## src/design/rxcf_map.vh

```
// register map, field positions, reset values and timing counts
// assumes a 20 MHz system clock and a 32-bit AXI4-Lite register bus
`ifndef RXCF_MAP_VH
`define RXCF_MAP_VH
// printed offsets are register indices; byte address is four times each
`define RXCF_IDX_CHAN_FILT 8'h0A
`define RXCF_IDX_MODE_LOOP 8'h0B
`define RXCF_IDX_GAIN1 8'h0C
`define RXCF_IDX_GAIN2 8'h0D
`define RXCF_IDX_MASK_TMR 8'h0E
`define RXCF_IDX_CMD 8'h20
`define RXCF_IDX_STATUS 8'h21
// command codes written to the command register
`define RXCF_CMD_SET_DEFAULT 8'h01
`define RXCF_CMD_RELOAD_GAIN 8'h02
// reset values
`define RXCF_RST_CHAN_FILT 8'h00
`define RXCF_RST_MODE_LOOP 8'h1A
`define RXCF_RST_GAIN1 8'hD8
`define RXCF_RST_GAIN2 8'h00
`define RXCF_RST_MASK_TMR 8'h08
// field positions
`define RXCF_B_RX_CHANNEL_SELECT 7
`define RXCF_B_AMD_SEL 6
`define RXCF_B_LOW_POWER 7
`define RXCF_B_LF_SPLIT 6
`define RXCF_B_LOW_FREQ_INPUT_ENABLE 5
`define RXCF_B_AGC_EN 4
`define RXCF_B_AGC_WIN 3
`define RXCF_B_AGC_ALG 2
`define RXCF_B_SQ_AUTO 1
`define RXCF_B_PHASE_MIXER_CLOCK_SOURCE 0
`define RXCF_B_CLIP 1
`define RXCF_B_GAIN_FORCE 0
// gain field limits and steps
`define RXCF_LATER_MAX 4'hA
`define RXCF_LATER_WIN_MAX 4'h4
`define RXCF_STEP_LATER_CDB 8'd30
`define RXCF_STEP_FIRST_CDB 8'd25
`define RXCF_FORCE_CDB 8'd60
// timing: carrier 13.56 MHz, mask step 64 carrier periods, squelch delay
`define RXCF_CLK_HZ 20000000
`define RXCF_FC_HZ 13560000
`define RXCF_MASK_STEP_FC 64
`define RXCF_SQ_DELAY_NS 18880
`define RXCF_SQ_DELAY_CYC ((`RXCF_SQ_DELAY_NS * 20 + 999) / 1000)
`define RXCF_MASK_STEP_CYC ((`RXCF_MASK_STEP_FC * 20000 + 13559) / 13560)
`endif

```

## src/design/rxcf_regs.v

```verilog
// receive front end configuration registers behind an AXI4-Lite slave
// assumes one 20 MHz clock; analog controls are taken from the outputs
// Notes on behaviour
// - ch select bit: 0 AM, 1 PM
// - ch select picks framing channel when manual and both channels on
// - demod type: 0 peak, 1 mixer
// - lowpass and zero fields passed unchanged
// - low power bit enables low-power receiver
// - LF split: input one AM, two PM
// - LF enable applies LF on input
// - gain loop enable defaults to one
// - gain window: eight pulses or whole receive
// - gain algorithm: preset or reset
// - auto squelch 18.88 us after transmit
// - mixer clock: driver or internal; single internal
// - AM first gain: full, -2.5dB steps, boost
// - PM first gain coded like AM
// - clip bit clips first two stages
// - forced gain: -6 dB, max window
// - later gain codes 0-A, window then cut
// - AM later gain high, PM low
// - later gains load only on reload command
// - defaults at reset and restore command; restore keeps the loaded later gains
// - mask timer 64 carrier steps ends squelch
`include "rxcf_map.vh"
`timescale 1ns/10ps
`default_nettype none
module rxcf_regs (
	// clock and reset
	input wire clk,
	input wire sys_rst,
	// axi4-lite write address and data
	input wire [31:0] s_axi_awaddr,
	input wire s_axi_awvalid,
	output reg s_axi_awready,
	input wire [31:0] s_axi_wdata,
	input wire [3:0] s_axi_wstrb,
	input wire s_axi_wvalid,
	output reg s_axi_wready,
	// axi4-lite write response
	output reg [1:0] s_axi_bresp,
	output reg s_axi_bvalid,
	input wire s_axi_bready,
	// axi4-lite read
	input wire [31:0] s_axi_araddr,
	input wire s_axi_arvalid,
	output reg s_axi_arready,
	output reg [31:0] s_axi_rdata,
	output reg [1:0] s_axi_rresp,
	output reg s_axi_rvalid,
	input wire s_axi_rready,
	// receiver environment
	input wire tx_active,
	input wire rx_channel_am_en,
	input wire rx_channel_pm_en,
	input wire rx_manual_select,
	input wire single_ended_mode,
	// channel and filter controls
	output reg rx_am_enable,
	output reg rx_pm_enable,
	output reg framing_from_pm,
	output reg am_demod_mixer,
	output reg [2:0] lowpass_ctrl,
	output reg [2:0] zero_ctrl,
	// mode controls
	output reg receiver_low_power,
	output reg low_freq_input_split,
	output reg low_freq_input_enable,
	output reg agc_enable,
	output reg agc_full_window,
	output reg agc_reset_alg,
	output reg phase_mixer_clock_source,
	output reg squelch_active,
	// gain controls
	output reg [2:0] am_first_stage_gain,
	output reg [2:0] pm_first_stage_gain,
	output reg stage_clip,
	output reg peer_mode_gain_force,
	output reg [3:0] am_later_stage_gain,
	output reg [3:0] pm_later_stage_gain,
	output reg [3:0] am_digitizer_widen,
	output reg [3:0] pm_digitizer_widen,
	output reg [3:0] am_stage23_cut,
	output reg [3:0] pm_stage23_cut,
	output reg comparator_window_max
);

	// ****************************************
	// constants and helpers
	// ****************************************
	localparam integer SQ_DELAY_CYC = `RXCF_SQ_DELAY_CYC;
	localparam integer MASK_STEP_CYC = `RXCF_MASK_STEP_CYC;
	localparam [1:0] TS_IDLE = 2'b00;
	localparam [1:0] TS_DELAY = 2'b01;
	localparam [1:0] TS_MASK = 2'b10;
	localparam [1:0] RESP_OK = 2'b00;
	localparam [1:0] RESP_SLVERR = 2'b10;

	// map a byte address to a register index, 8'hFF when unaligned
	function [7:0] addr_index;
		input [31:0] a;
		begin
			addr_index = (a[1:0] != 2'b00 || a[31:10] != 22'h0) ?
				8'hFF : a[9:2];
		end
	endfunction
	// digitizer widening part of a later gain code
	function [3:0] win_part;
		input [3:0] c;
		begin
			win_part = (c > `RXCF_LATER_WIN_MAX) ?
				`RXCF_LATER_WIN_MAX : c;
		end
	endfunction
	// stage two and three cut part of a later gain code
	function [3:0] cut_part;
		input [3:0] c;
		reg [3:0] k;
		begin
			k = (c > `RXCF_LATER_MAX) ? `RXCF_LATER_MAX : c;
			cut_part = (k > `RXCF_LATER_WIN_MAX) ?
				k - `RXCF_LATER_WIN_MAX : 4'h0;
		end
	endfunction
	// ****************************************
	// register file
	// ****************************************
	reg [7:0] chan_filt_reg;
	reg [7:0] mode_loop_reg;
	reg [7:0] gain1_reg;
	reg [7:0] gain2_reg;
	reg [7:0] mask_tmr_reg;
	reg [7:0] loaded_gain2_reg;
	reg [1:0] tstate_reg;
	reg [15:0] tcount_reg;
	reg [7:0] step_reg;
	reg tx_prev_reg;
	reg aw_have_reg;
	reg w_have_reg;
	reg [31:0] aw_addr_reg;
	reg [31:0] w_data_reg;
	reg [3:0] w_strb_reg;
	wire [7:0] w_idx;
	wire do_write;
	wire w_byte0;
	wire w_is_cmd;
	wire cmd_default;
	wire cmd_reload;
	wire w_known;
	assign w_idx = addr_index(aw_addr_reg);
	assign do_write = aw_have_reg && w_have_reg && !s_axi_bvalid;
	assign w_byte0 = w_strb_reg[0];
	assign w_is_cmd = do_write && w_byte0 && w_idx == `RXCF_IDX_CMD;
	assign cmd_default = w_is_cmd && w_data_reg[7:0] == `RXCF_CMD_SET_DEFAULT;
	assign cmd_reload = w_is_cmd && w_data_reg[7:0] == `RXCF_CMD_RELOAD_GAIN;
	assign w_known = w_idx == `RXCF_IDX_CHAN_FILT ||
		w_idx == `RXCF_IDX_MODE_LOOP || w_idx == `RXCF_IDX_GAIN1 ||
		w_idx == `RXCF_IDX_GAIN2 || w_idx == `RXCF_IDX_MASK_TMR ||
		w_idx == `RXCF_IDX_CMD;
	// write address and data accepted in either order, one at a time
	always @(posedge clk) begin
		if (sys_rst) begin
			aw_have_reg <= 1'b0;
			w_have_reg <= 1'b0;
			aw_addr_reg <= 32'h0000_0000;
			w_data_reg <= 32'h0000_0000;
			w_strb_reg <= 4'h0;
			s_axi_awready <= 1'b0;
			s_axi_wready <= 1'b0;
			s_axi_bvalid <= 1'b0;
			s_axi_bresp <= RESP_OK;
		end else begin
			s_axi_awready <= !aw_have_reg && !s_axi_awready &&
				s_axi_awvalid;
			s_axi_wready <= !w_have_reg && !s_axi_wready && s_axi_wvalid;
			if (s_axi_awready && s_axi_awvalid) begin
				aw_have_reg <= 1'b1;
				aw_addr_reg <= s_axi_awaddr;
			end
			if (s_axi_wready && s_axi_wvalid) begin
				w_have_reg <= 1'b1;
				w_data_reg <= s_axi_wdata;
				w_strb_reg <= s_axi_wstrb;
			end
			if (do_write) begin
				aw_have_reg <= 1'b0;
				w_have_reg <= 1'b0;
				s_axi_bvalid <= 1'b1;
				s_axi_bresp <= w_known ? RESP_OK : RESP_SLVERR;
			end else if (s_axi_bvalid && s_axi_bready) begin
				s_axi_bvalid <= 1'b0;
			end
		end
	end
	// configuration storage; restore-defaults beats a same-cycle write
	always @(posedge clk) begin
		if (sys_rst || cmd_default) begin
			chan_filt_reg <= `RXCF_RST_CHAN_FILT;
			mode_loop_reg <= `RXCF_RST_MODE_LOOP;
			gain1_reg <= `RXCF_RST_GAIN1;
			gain2_reg <= `RXCF_RST_GAIN2;
			mask_tmr_reg <= `RXCF_RST_MASK_TMR;
		end else if (do_write && w_byte0) begin
			case (w_idx)
				`RXCF_IDX_CHAN_FILT: chan_filt_reg <= w_data_reg[7:0];
				`RXCF_IDX_MODE_LOOP: mode_loop_reg <= w_data_reg[7:0];
				`RXCF_IDX_GAIN1: gain1_reg <= w_data_reg[7:0];
				`RXCF_IDX_GAIN2: gain2_reg <= w_data_reg[7:0];
				`RXCF_IDX_MASK_TMR: mask_tmr_reg <= w_data_reg[7:0];
				default: mask_tmr_reg <= mask_tmr_reg;
			endcase
		end
	end

	// later gains reach the gain loop only on the reload command
	always @(posedge clk) begin
		if (sys_rst) begin
			loaded_gain2_reg <= `RXCF_RST_GAIN2;
		end else if (cmd_reload) begin
			loaded_gain2_reg <= gain2_reg;
		end
	end

	// ****************************************
	// read channel
	// ****************************************
	reg [31:0] rd_word;
	reg rd_ok;
	// decode the read index into data and response
	always @* begin
		rd_word = 32'h0000_0000;
		rd_ok = 1'b1;
		case (addr_index(s_axi_araddr))
			`RXCF_IDX_CHAN_FILT: rd_word = {24'h0, chan_filt_reg};
			`RXCF_IDX_MODE_LOOP: rd_word = {24'h0, mode_loop_reg};
			`RXCF_IDX_GAIN1: rd_word = {24'h0, gain1_reg};
			`RXCF_IDX_GAIN2: rd_word = {24'h0, gain2_reg};
			`RXCF_IDX_MASK_TMR: rd_word = {24'h0, mask_tmr_reg};
			`RXCF_IDX_CMD: rd_word = 32'h0000_0000;
			`RXCF_IDX_STATUS: rd_word = {20'h0, loaded_gain2_reg,
				squelch_active, tx_prev_reg, tstate_reg};
			default: rd_ok = 1'b0;
		endcase
	end

	// one read at a time; address taken and answered the next cycle
	always @(posedge clk) begin
		if (sys_rst) begin
			s_axi_arready <= 1'b0;
			s_axi_rvalid <= 1'b0;
			s_axi_rdata <= 32'h0000_0000;
			s_axi_rresp <= RESP_OK;
		end else begin
			s_axi_arready <= !s_axi_arready && !s_axi_rvalid &&
				s_axi_arvalid;
			if (s_axi_arready && s_axi_arvalid) begin
				s_axi_rvalid <= 1'b1;
				s_axi_rdata <= rd_word;
				s_axi_rresp <= rd_ok ? RESP_OK : RESP_SLVERR;
			end else if (s_axi_rvalid && s_axi_rready) begin
				s_axi_rvalid <= 1'b0;
			end
		end
	end

	// ****************************************
	// automatic squelch timing
	// ****************************************
	// delay after end of transmit, then mask timer in 64-carrier steps;
	// a mask value of four or less ends squelch one cycle after it starts
	always @(posedge clk) begin
		if (sys_rst) begin
			tstate_reg <= TS_IDLE;
			tcount_reg <= 16'h0000;
			step_reg <= 8'h00;
			tx_prev_reg <= 1'b0;
			squelch_active <= 1'b0;
		end else begin
			tx_prev_reg <= tx_active;
			case (tstate_reg)
				TS_IDLE: begin
					squelch_active <= 1'b0;
					if (tx_prev_reg && !tx_active) begin
						tstate_reg <= TS_DELAY;
						tcount_reg <= SQ_DELAY_CYC[15:0] - 16'h0001;
					end
				end
				TS_DELAY: begin
					if (tx_active) begin
						tstate_reg <= TS_IDLE;
					end else if (tcount_reg == 16'h0000) begin
						tstate_reg <= TS_MASK;
						squelch_active <= mode_loop_reg[`RXCF_B_SQ_AUTO];
						tcount_reg <= {8'h00, MASK_STEP_CYC[7:0]};
						step_reg <= 8'h04;
					end else begin
						tcount_reg <= tcount_reg - 16'h0001;
					end
				end
				TS_MASK: begin
					if (tx_active || step_reg >= mask_tmr_reg) begin
						tstate_reg <= TS_IDLE;
						squelch_active <= 1'b0;
					end else if (tcount_reg == 16'h0001) begin
						tcount_reg <= {8'h00, MASK_STEP_CYC[7:0]};
						step_reg <= step_reg + 8'h01;
					end else begin
						tcount_reg <= tcount_reg - 16'h0001;
					end
				end
				default: tstate_reg <= TS_IDLE;
			endcase
		end
	end

	// ****************************************
	// receiver controls
	// ****************************************
	wire ch_pm;
	assign ch_pm = chan_filt_reg[`RXCF_B_RX_CHANNEL_SELECT];
	// controls follow the stored bits one cycle after a write; later gains follow the reload copy
	always @(posedge clk) begin
		if (sys_rst) begin
			rx_am_enable <= 1'b0;
			rx_pm_enable <= 1'b0;
			framing_from_pm <= 1'b0;
			am_demod_mixer <= 1'b0;
			lowpass_ctrl <= 3'h0;
			zero_ctrl <= 3'h0;
			receiver_low_power <= 1'b0;
			low_freq_input_split <= 1'b0;
			low_freq_input_enable <= 1'b0;
			agc_enable <= 1'b0;
			agc_full_window <= 1'b0;
			agc_reset_alg <= 1'b0;
			phase_mixer_clock_source <= 1'b0;
			am_first_stage_gain <= 3'h0;
			pm_first_stage_gain <= 3'h0;
			stage_clip <= 1'b0;
			peer_mode_gain_force <= 1'b0;
			comparator_window_max <= 1'b0;
			am_later_stage_gain <= 4'h0;
			pm_later_stage_gain <= 4'h0;
			am_digitizer_widen <= 4'h0;
			pm_digitizer_widen <= 4'h0;
			am_stage23_cut <= 4'h0;
			pm_stage23_cut <= 4'h0;
		end else begin
			// single channel: select bit picks which one runs
			if (rx_channel_am_en ^ rx_channel_pm_en) begin
				rx_am_enable <= !ch_pm;
				rx_pm_enable <= ch_pm;
			end else begin
				rx_am_enable <= rx_channel_am_en;
				rx_pm_enable <= rx_channel_pm_en;
			end
			if (rx_channel_am_en && rx_channel_pm_en && rx_manual_select) begin
				framing_from_pm <= ch_pm;
			end else begin
				framing_from_pm <= rx_channel_pm_en && !rx_channel_am_en;
			end
			am_demod_mixer <= chan_filt_reg[`RXCF_B_AMD_SEL];
			lowpass_ctrl <= chan_filt_reg[5:3];
			zero_ctrl <= chan_filt_reg[2:0];
			receiver_low_power <= mode_loop_reg[`RXCF_B_LOW_POWER];
			low_freq_input_split <= mode_loop_reg[`RXCF_B_LF_SPLIT];
			low_freq_input_enable <= mode_loop_reg[`RXCF_B_LOW_FREQ_INPUT_ENABLE];
			agc_enable <= mode_loop_reg[`RXCF_B_AGC_EN];
			agc_full_window <= mode_loop_reg[`RXCF_B_AGC_WIN];
			agc_reset_alg <= mode_loop_reg[`RXCF_B_AGC_ALG];
			// single-ended drive has no usable driver phase
			phase_mixer_clock_source <= single_ended_mode ||
				mode_loop_reg[`RXCF_B_PHASE_MIXER_CLOCK_SOURCE];
			am_first_stage_gain <= gain1_reg[7:5];
			pm_first_stage_gain <= gain1_reg[4:2];
			stage_clip <= gain1_reg[`RXCF_B_CLIP];
			peer_mode_gain_force <= gain1_reg[`RXCF_B_GAIN_FORCE];
			am_later_stage_gain <= loaded_gain2_reg[7:4];
			pm_later_stage_gain <= loaded_gain2_reg[3:0];
			// forced gain overrides the loaded codes with -6 dB, max window
			if (gain1_reg[`RXCF_B_GAIN_FORCE]) begin
				comparator_window_max <= 1'b1;
				am_digitizer_widen <= `RXCF_LATER_WIN_MAX;
				pm_digitizer_widen <= `RXCF_LATER_WIN_MAX;
				am_stage23_cut <= 4'h2;
				pm_stage23_cut <= 4'h2;
			end else begin
				comparator_window_max <= 1'b0;
				am_digitizer_widen <= win_part(loaded_gain2_reg[7:4]);
				pm_digitizer_widen <= win_part(loaded_gain2_reg[3:0]);
				am_stage23_cut <= cut_part(loaded_gain2_reg[7:4]);
				pm_stage23_cut <= cut_part(loaded_gain2_reg[3:0]);
			end
		end
	end

endmodule
`default_nettype wire

```

## config.mk

```make
export PLATFORM = sky130hd
export DESIGN_NAME = rxcf_regs
export DESIGN_NICKNAME = d
export VERILOG_FILES = /design/src/design/rxcf_regs.v
export VERILOG_INCLUDE_DIRS = /design/src /design/src/design
export SDC_FILE = /design/constraint.sdc
export NUM_CORES = 1
export LEC_CHECK = 0
export CAP_MARGIN = 20
export CORE_MARGIN = 2
export CORE_UTILIZATION = 28
export DETAILED_ROUTE_END_ITERATION = 7
export DONT_BUFFER_PORTS = 1
export GPL_TIMING_DRIVEN = 0
export MAX_ROUTING_LAYER = met4
export PLACE_DENSITY_LB_ADDON = 0.12
export SYNTH_ARGS = -nofsm -noshare
export SYNTH_HDL_FRONTEND = slang
export SYNTH_SLANG_ARGS = --single-unit
```

## constraint.sdc

```tcl
create_clock -name clk -period 6.8 [get_ports clk]
set_input_delay 0.34 -clock clk [delete_from_list [all_inputs] [get_ports clk]]
set_output_delay 0.34 -clock clk [all_outputs]
set_load 0.02 [all_outputs]
```

Yosys cells after proc, flatten, opt, wreduce, memory -nomap -nowiden:

Index checks and enable logic that the tools add are counted.

* add/sub/neg operators: 4
* $mul: 0
* div/mod/pow operators: 0
* order comparisons: 7
* equality and inequality tests: 25
* shifts and indexed selects: 0
* multiplexer cells: 44
* bitwise operators: 3
* reduce and logical (&&, ||, !) cells: 66

Operators with widths (number)
* 8-bit by 4-bit equality test with 1-bit output (second input constant): 10
* 16-bit two-way mux: 5
* 12-bit one-hot mux with 6 select lines: 1
* 8-bit two-way mux: 6
* 16-bit one-hot mux with 3 select lines: 1
* 22-bit nonzero test: 2
* 8-bit by 6-bit equality test with 1-bit output (second input constant): 3
* 1-bit logical AND: 21
* 2-bit two-way mux: 10
* 16-bit by 1-bit equality test with 1-bit output (second input constant): 1
* 4-bit by 3-bit > comparator with 1-bit output (second input constant): 4
* 16-bit zero test: 1
* 8-bit one-hot mux with 2 select lines: 1
* 16-bit by 1-bit subtractor with 16-bit output (second input constant): 1
* 1-bit two-way mux: 12
* 3-bit two-way mux: 4
* 2-bit != test (second input constant): 6
* 3-bit OR reduction: 4
* 1-bit zero test: 10
* 1-bit logical OR: 10
* 2-bit AND reduction: 5
* 2-bit nonzero test: 5
* 8-bit by 1-bit adder with 8-bit output (second input constant): 1
* 8-bit by 1-bit equality test with 1-bit output (second input constant): 1
* other kinds (19): 24

* register bits: 210
* bits in latches: 0
* bits in writable memories: 0
* memory bits (read-only): 0
* output and inout port bits: 92
* word-level logic and storage cells: 201
* memories: 0

Longest topological paths before layout:

* depth in word-level cells: 10
* gate-level depth with buffers: 9

Worst setup path after synthesis:

OpenSTA, ideal clock, no wires.

* kind: reg2reg
* from: register mask_tmr_reg[7]
* to: register tcount_reg[15]
* data arrival time: 2.424 ns
* data required time: 6.729 ns
* setup slack: 4.305 ns
* stages on the path, launching flop included: 9
* path buffers: 0
* path through: dfxtp_1 -> inv_1 -> ha_1 -> a211oi_1 -> nor2b_1 -> a211oi_2 -> nand2_1 -> or4_2 -> a21oi_1

* cells in the longest elaborated chain, start to end: 4

Ends and longest elaborated chain
* start, declared: line rxcf_regs.v:132 `reg [7:0] mask_tmr_reg;`
* start signal, assigned: line rxcf_regs.v:202 `` mask_tmr_reg <= `RXCF_RST_MASK_TMR; ``
* start signal, assigned: line rxcf_regs.v:209 `` `RXCF_IDX_MASK_TMR: mask_tmr_reg <= w_data_reg[7:0]; ``
* start signal, assigned: line rxcf_regs.v:210 `default: mask_tmr_reg <= mask_tmr_reg;`
* 8-bit greater-or-equal comparator: line rxcf_regs.v:301 `if (tx_active || step_reg >= mask_tmr_reg) begin`
* 1-bit logical OR: line rxcf_regs.v:301
* 2-bit != test (no source line)
* 4-bit AND reduction (no source line)
* end signal, assigned: line rxcf_regs.v:297 `tcount_reg <= tcount_reg - 16'h0001;`
* end signal, assigned: line rxcf_regs.v:305 `tcount_reg <= {8'h00, MASK_STEP_CYC[7:0]};`
* end signal, assigned: line rxcf_regs.v:308 `tcount_reg <= tcount_reg - 16'h0001;`
* end, declared: line rxcf_regs.v:135 `reg [15:0] tcount_reg;`

Every way passes these cells.
A chain may end at the register's enable or synchronous reset.

Worst setup path in the final report:

* from: register aw_addr_reg[14]
* to: register mode_loop_reg[4]

* cells in the longest elaborated chain, start to end: 7
* elaborated cells between the ends (all ways): 9

Ends and longest elaborated chain
* start, declared: line rxcf_regs.v:140 `reg [31:0] aw_addr_reg;`
* start signal, assigned: line rxcf_regs.v:178 `aw_addr_reg <= s_axi_awaddr;`
* 22-bit nonzero test *: line rxcf_regs.v:103 `addr_index = (a[1:0] != 2'b00 || a[31:10] != 22'h0) ?`
* 1-bit logical OR *: line rxcf_regs.v:103
* 8-bit two-way mux *: line rxcf_regs.v:103
* 8-bit by 6-bit equality test with 1-bit output (no source line)
* 1-bit logical AND (no source line) (2 in series)
* 1-bit logical OR: line rxcf_regs.v:197 `if (sys_rst || cmd_default) begin`
* end signal, assigned: line rxcf_regs.v:199 `` mode_loop_reg <= `RXCF_RST_MODE_LOOP; ``
* end signal, assigned: line rxcf_regs.v:206 `` `RXCF_IDX_MODE_LOOP: mode_loop_reg <= w_data_reg[7:0]; ``
* end, declared: line rxcf_regs.v:129 `reg [7:0] mode_loop_reg;`

Every way passes the cells marked *; elsewhere a longest branch is shown, timed or not.

==> qor.yml <==
run_status: "finished, final reports clean"
post_drt_via_cell_ratio: 4.729
setup_viol: 0
drv.max_cap_violation_count: 0
tritoncts_num_sinks: 187
initial_core_utilization: 0.2842
clk_transition_reported_paths_ns: 0.08
final_max_slew_viol_count: 0
layout.cells.most_common: "sky130_fd_sc_hd__dfxtp_1"
post-cts-setup-buffers: 0
die_x_um: 171.9
static-leakage-power_uw: 0.003412
fin_nets: 1087
crit_path_max_incr_delay_ns: 0.78
arrival_ns: 3.77
ys_seq_elements: 187
fin_crit_ns: 3.473
synth-main-ff-cell: "sky130_fd_sc_hd__dfxtp_1"
async_set_reset_flop_share_out_of_synthesis: 0
via_count_of_the_first_global_routing_pass: 6149
cp_slowest_cell: "sky130_fd_sc_hd__nand4_1"
largest_register_ffs: 32
tritoncts: "yes"
antenna_found_initial: 0
required_worst_endpoint_ns: 7.09
route.final.wire_length_mm: 23.43
dp_hpwl_mm: 17.31
port_buffers: 0
cts.htree.levels: 4
worst_hold_slack_ns: 0.02206
syn_to_final_growth_pct: 14.31
postRouteAntennaNets: 0
setup.worst_path.end_class: "register"
die_area_mm2: 0.02956
slew_headroom: 0.3656
floorplan.io_pins: 204
cp_max_fanout: 10
synth_edf_count: 0
num_vias: 6370
wl_per_cell_um: 17.39
synthesis.yosys.warnings: 0
synth.avg_cell_area_um2: 8.658
grt_use_total: 0.1656
kind_of_critical_path: "reg -> reg"
final_hold_viol_count: 0
die_y_um: 171.9
netlist_instances: 912
synth_top_cell_by_area: "sky130_fd_sc_hd__dfxtp_1"
netlist.area_leader.share: 0.4741
core_mm2: 0.02778
drt_drc_violations_left: 0
antennaDiodeCount: 0
clock-skew-final_ns: 0.01374
synth_seq_area_share: 0.4741
layout-drive-gt1-share: 0.08462
first_pass_grt_wire_length_mm: 35.73
number_of_different_library_cells_in_the_post_synthesis_netlist: 60
worst_path_cell_chain: "nor4_1, nand3_1, nor3_2, nand4_1, mux2i_1, nand2_1"
worst_skew_pair.late_latency_ns: 0.44
cts_max_path_buffers: 2
dr.pass1.iters: 5
clock.fmax_mhz: 287.9
max-vdd-ir-drop_v: 0.0001352
cts_made_buffers: 17
post_synth_instance_area_mm2: 0.007896
grt_start_max_net_pins: 19
start_kind: "register"
hold_path.class: "in -> reg"
final_period_utilization: 0.5107
globalplace.congestion: 0.8264
finalWorstSetupSlack_ns: 3.327
top_library_cells_by_usage_in_the_layout_fill_and_taps_aside: "sky130_fd_sc_hd__dfxtp_1, sky130_fd_sc_hd__nand2_1, sky130_fd_sc_hd__a21oi_1"
power-per-cell-area_mw_per_mm2: 311.0
rsz0062_at_grt: "no"
yosys-top-cells-area: "sky130_fd_sc_hd__dfxtp_1, sky130_fd_sc_hd__nand2_1, sky130_fd_sc_hd__a21oi_1, sky130_fd_sc_hd__mux2i_1, sky130_fd_sc_hd__nor2_1"
placementRows: 61
globalRouteOverflowTotal: 0
dr.first_iter.drc_count: 370
placement.setup.worst_slack_ns: 3.297
cp.buffers_inverters: 0
worst-slew-pin-transition_ns: 0.9444
worst_path_dominant_cell_family: "simple AND/OR/NAND/NOR gates"
setup_total_negative_slack_ns: 0
clk_root_buffer_cell: "sky130_fd_sc_hd__clkbuf_16"
[Yosys cell counts (17+ instances only)]
| cell type | instances |
|---|---|
| sky130_fd_sc_hd__nor2b_1 | 33 |
| sky130_fd_sc_hd__inv_1 | 22 |
| sky130_fd_sc_hd__nor4_1 | 17 |
| sky130_fd_sc_hd__nand2_1 | 143 |
| sky130_fd_sc_hd__nor2_1 | 77 |
| sky130_fd_sc_hd__o21ai_0 | 30 |
| sky130_fd_sc_hd__clkbuf_1 | 38 |
| sky130_fd_sc_hd__nand3_1 | 35 |
| sky130_fd_sc_hd__ha_1 | 19 |
| sky130_fd_sc_hd__mux2i_1 | 36 |
| sky130_fd_sc_hd__buf_4 | 23 |
| sky130_fd_sc_hd__dfxtp_1 | 187 |
| sky130_fd_sc_hd__a21oi_1 | 91 |
[worst reg2reg max path: stages, from the launching register on]
cell	delay, ns
sky130_fd_sc_hd__dfxtp_1	0.32
sky130_fd_sc_hd__nor4_1	0.63
sky130_fd_sc_hd__nand3_1	0.41
sky130_fd_sc_hd__nor3_2	0.75
sky130_fd_sc_hd__nand4_1	0.78
sky130_fd_sc_hd__mux2i_1	0.36
sky130_fd_sc_hd__nand2_1	0.07
[final timing paths]
path | startpoint | endpoint | slack (ns) | cells after the start
setup / recovery | aw_addr_reg[14] | mode_loop_reg[4] | 3.33 | 6
hold / removal | single_ended_mode | phase_mixer_clock_source | 0.02 | 2
setup reg to reg | aw_addr_reg[14] | mode_loop_reg[4] | 3.33 | 6
hold reg to reg | aw_addr_reg[6] | aw_addr_reg[6] | 0.46 | 2
[layer usage]
layer	vias to the layer above	wire length, um	GRT usage
met4	0	129	0.02959
met1	2944	11430	0.2209
met5	-	0	-
met3	10	1590	0.04967
li1	3227	-	-
met2	189	10280	0.2506
[timing repair]
action,in CTS,in global routing
endpoints found under the hold margin,4,0
resized for setup,0,0
setup endpoints to repair,0,0
hold buffers,1,0
[logic make-up (layout without fill, tap and decap cells)]
group	after synthesis	in the layout	synth area share
AO/OA/AOI/OAI	180	180	0.1374
XOR/XNOR	7	7	0.007764
adder cells (fa/ha/maj)	19	19	0.03011
buffers and inverters	88	121	0.05277
flip-flops	187	187	0.4741
multiplexers	48	48	0.06275
other	1	25	0.0004749
AND/OR/NAND/NOR	382	382	0.2347
[report_power, final]
group / switching [uW] / internal, uW / leakage, uW
logic: 391 / 224 / 0.00162
registers: 72.6 / 1150 / 0.00152
clock network: 484 / 483 / 0.000272
total: 948 / 1860 / 0.00341
[final cells by class]
type,instances,area [um^2]
fillers,3000,18760
plain buffers,66,334.1
clock inverters,15,131.4
multi-input cells,661,3826
flip-flops and latches,187,3744
well taps,378,473.0
repair buffers,1,10.01
inverters,22,82.58
clock buffers,17,425.4
[metrics by stage]
step	std cells	util	area (um^2)	total power [uW]
2_1_floorplan	936	-	7986	1701
3_3_place_gp	1314	0.3045	8459	1862
3_5_place_dp	1314	0.3045	8459	1863
4_1_cts	1347	0.3249	9026	2836
5_1_grt	1347	0.3249	9026	2957
6_report	1347	0.3249	9026	2807
Power figures use the tool's default switching activity.
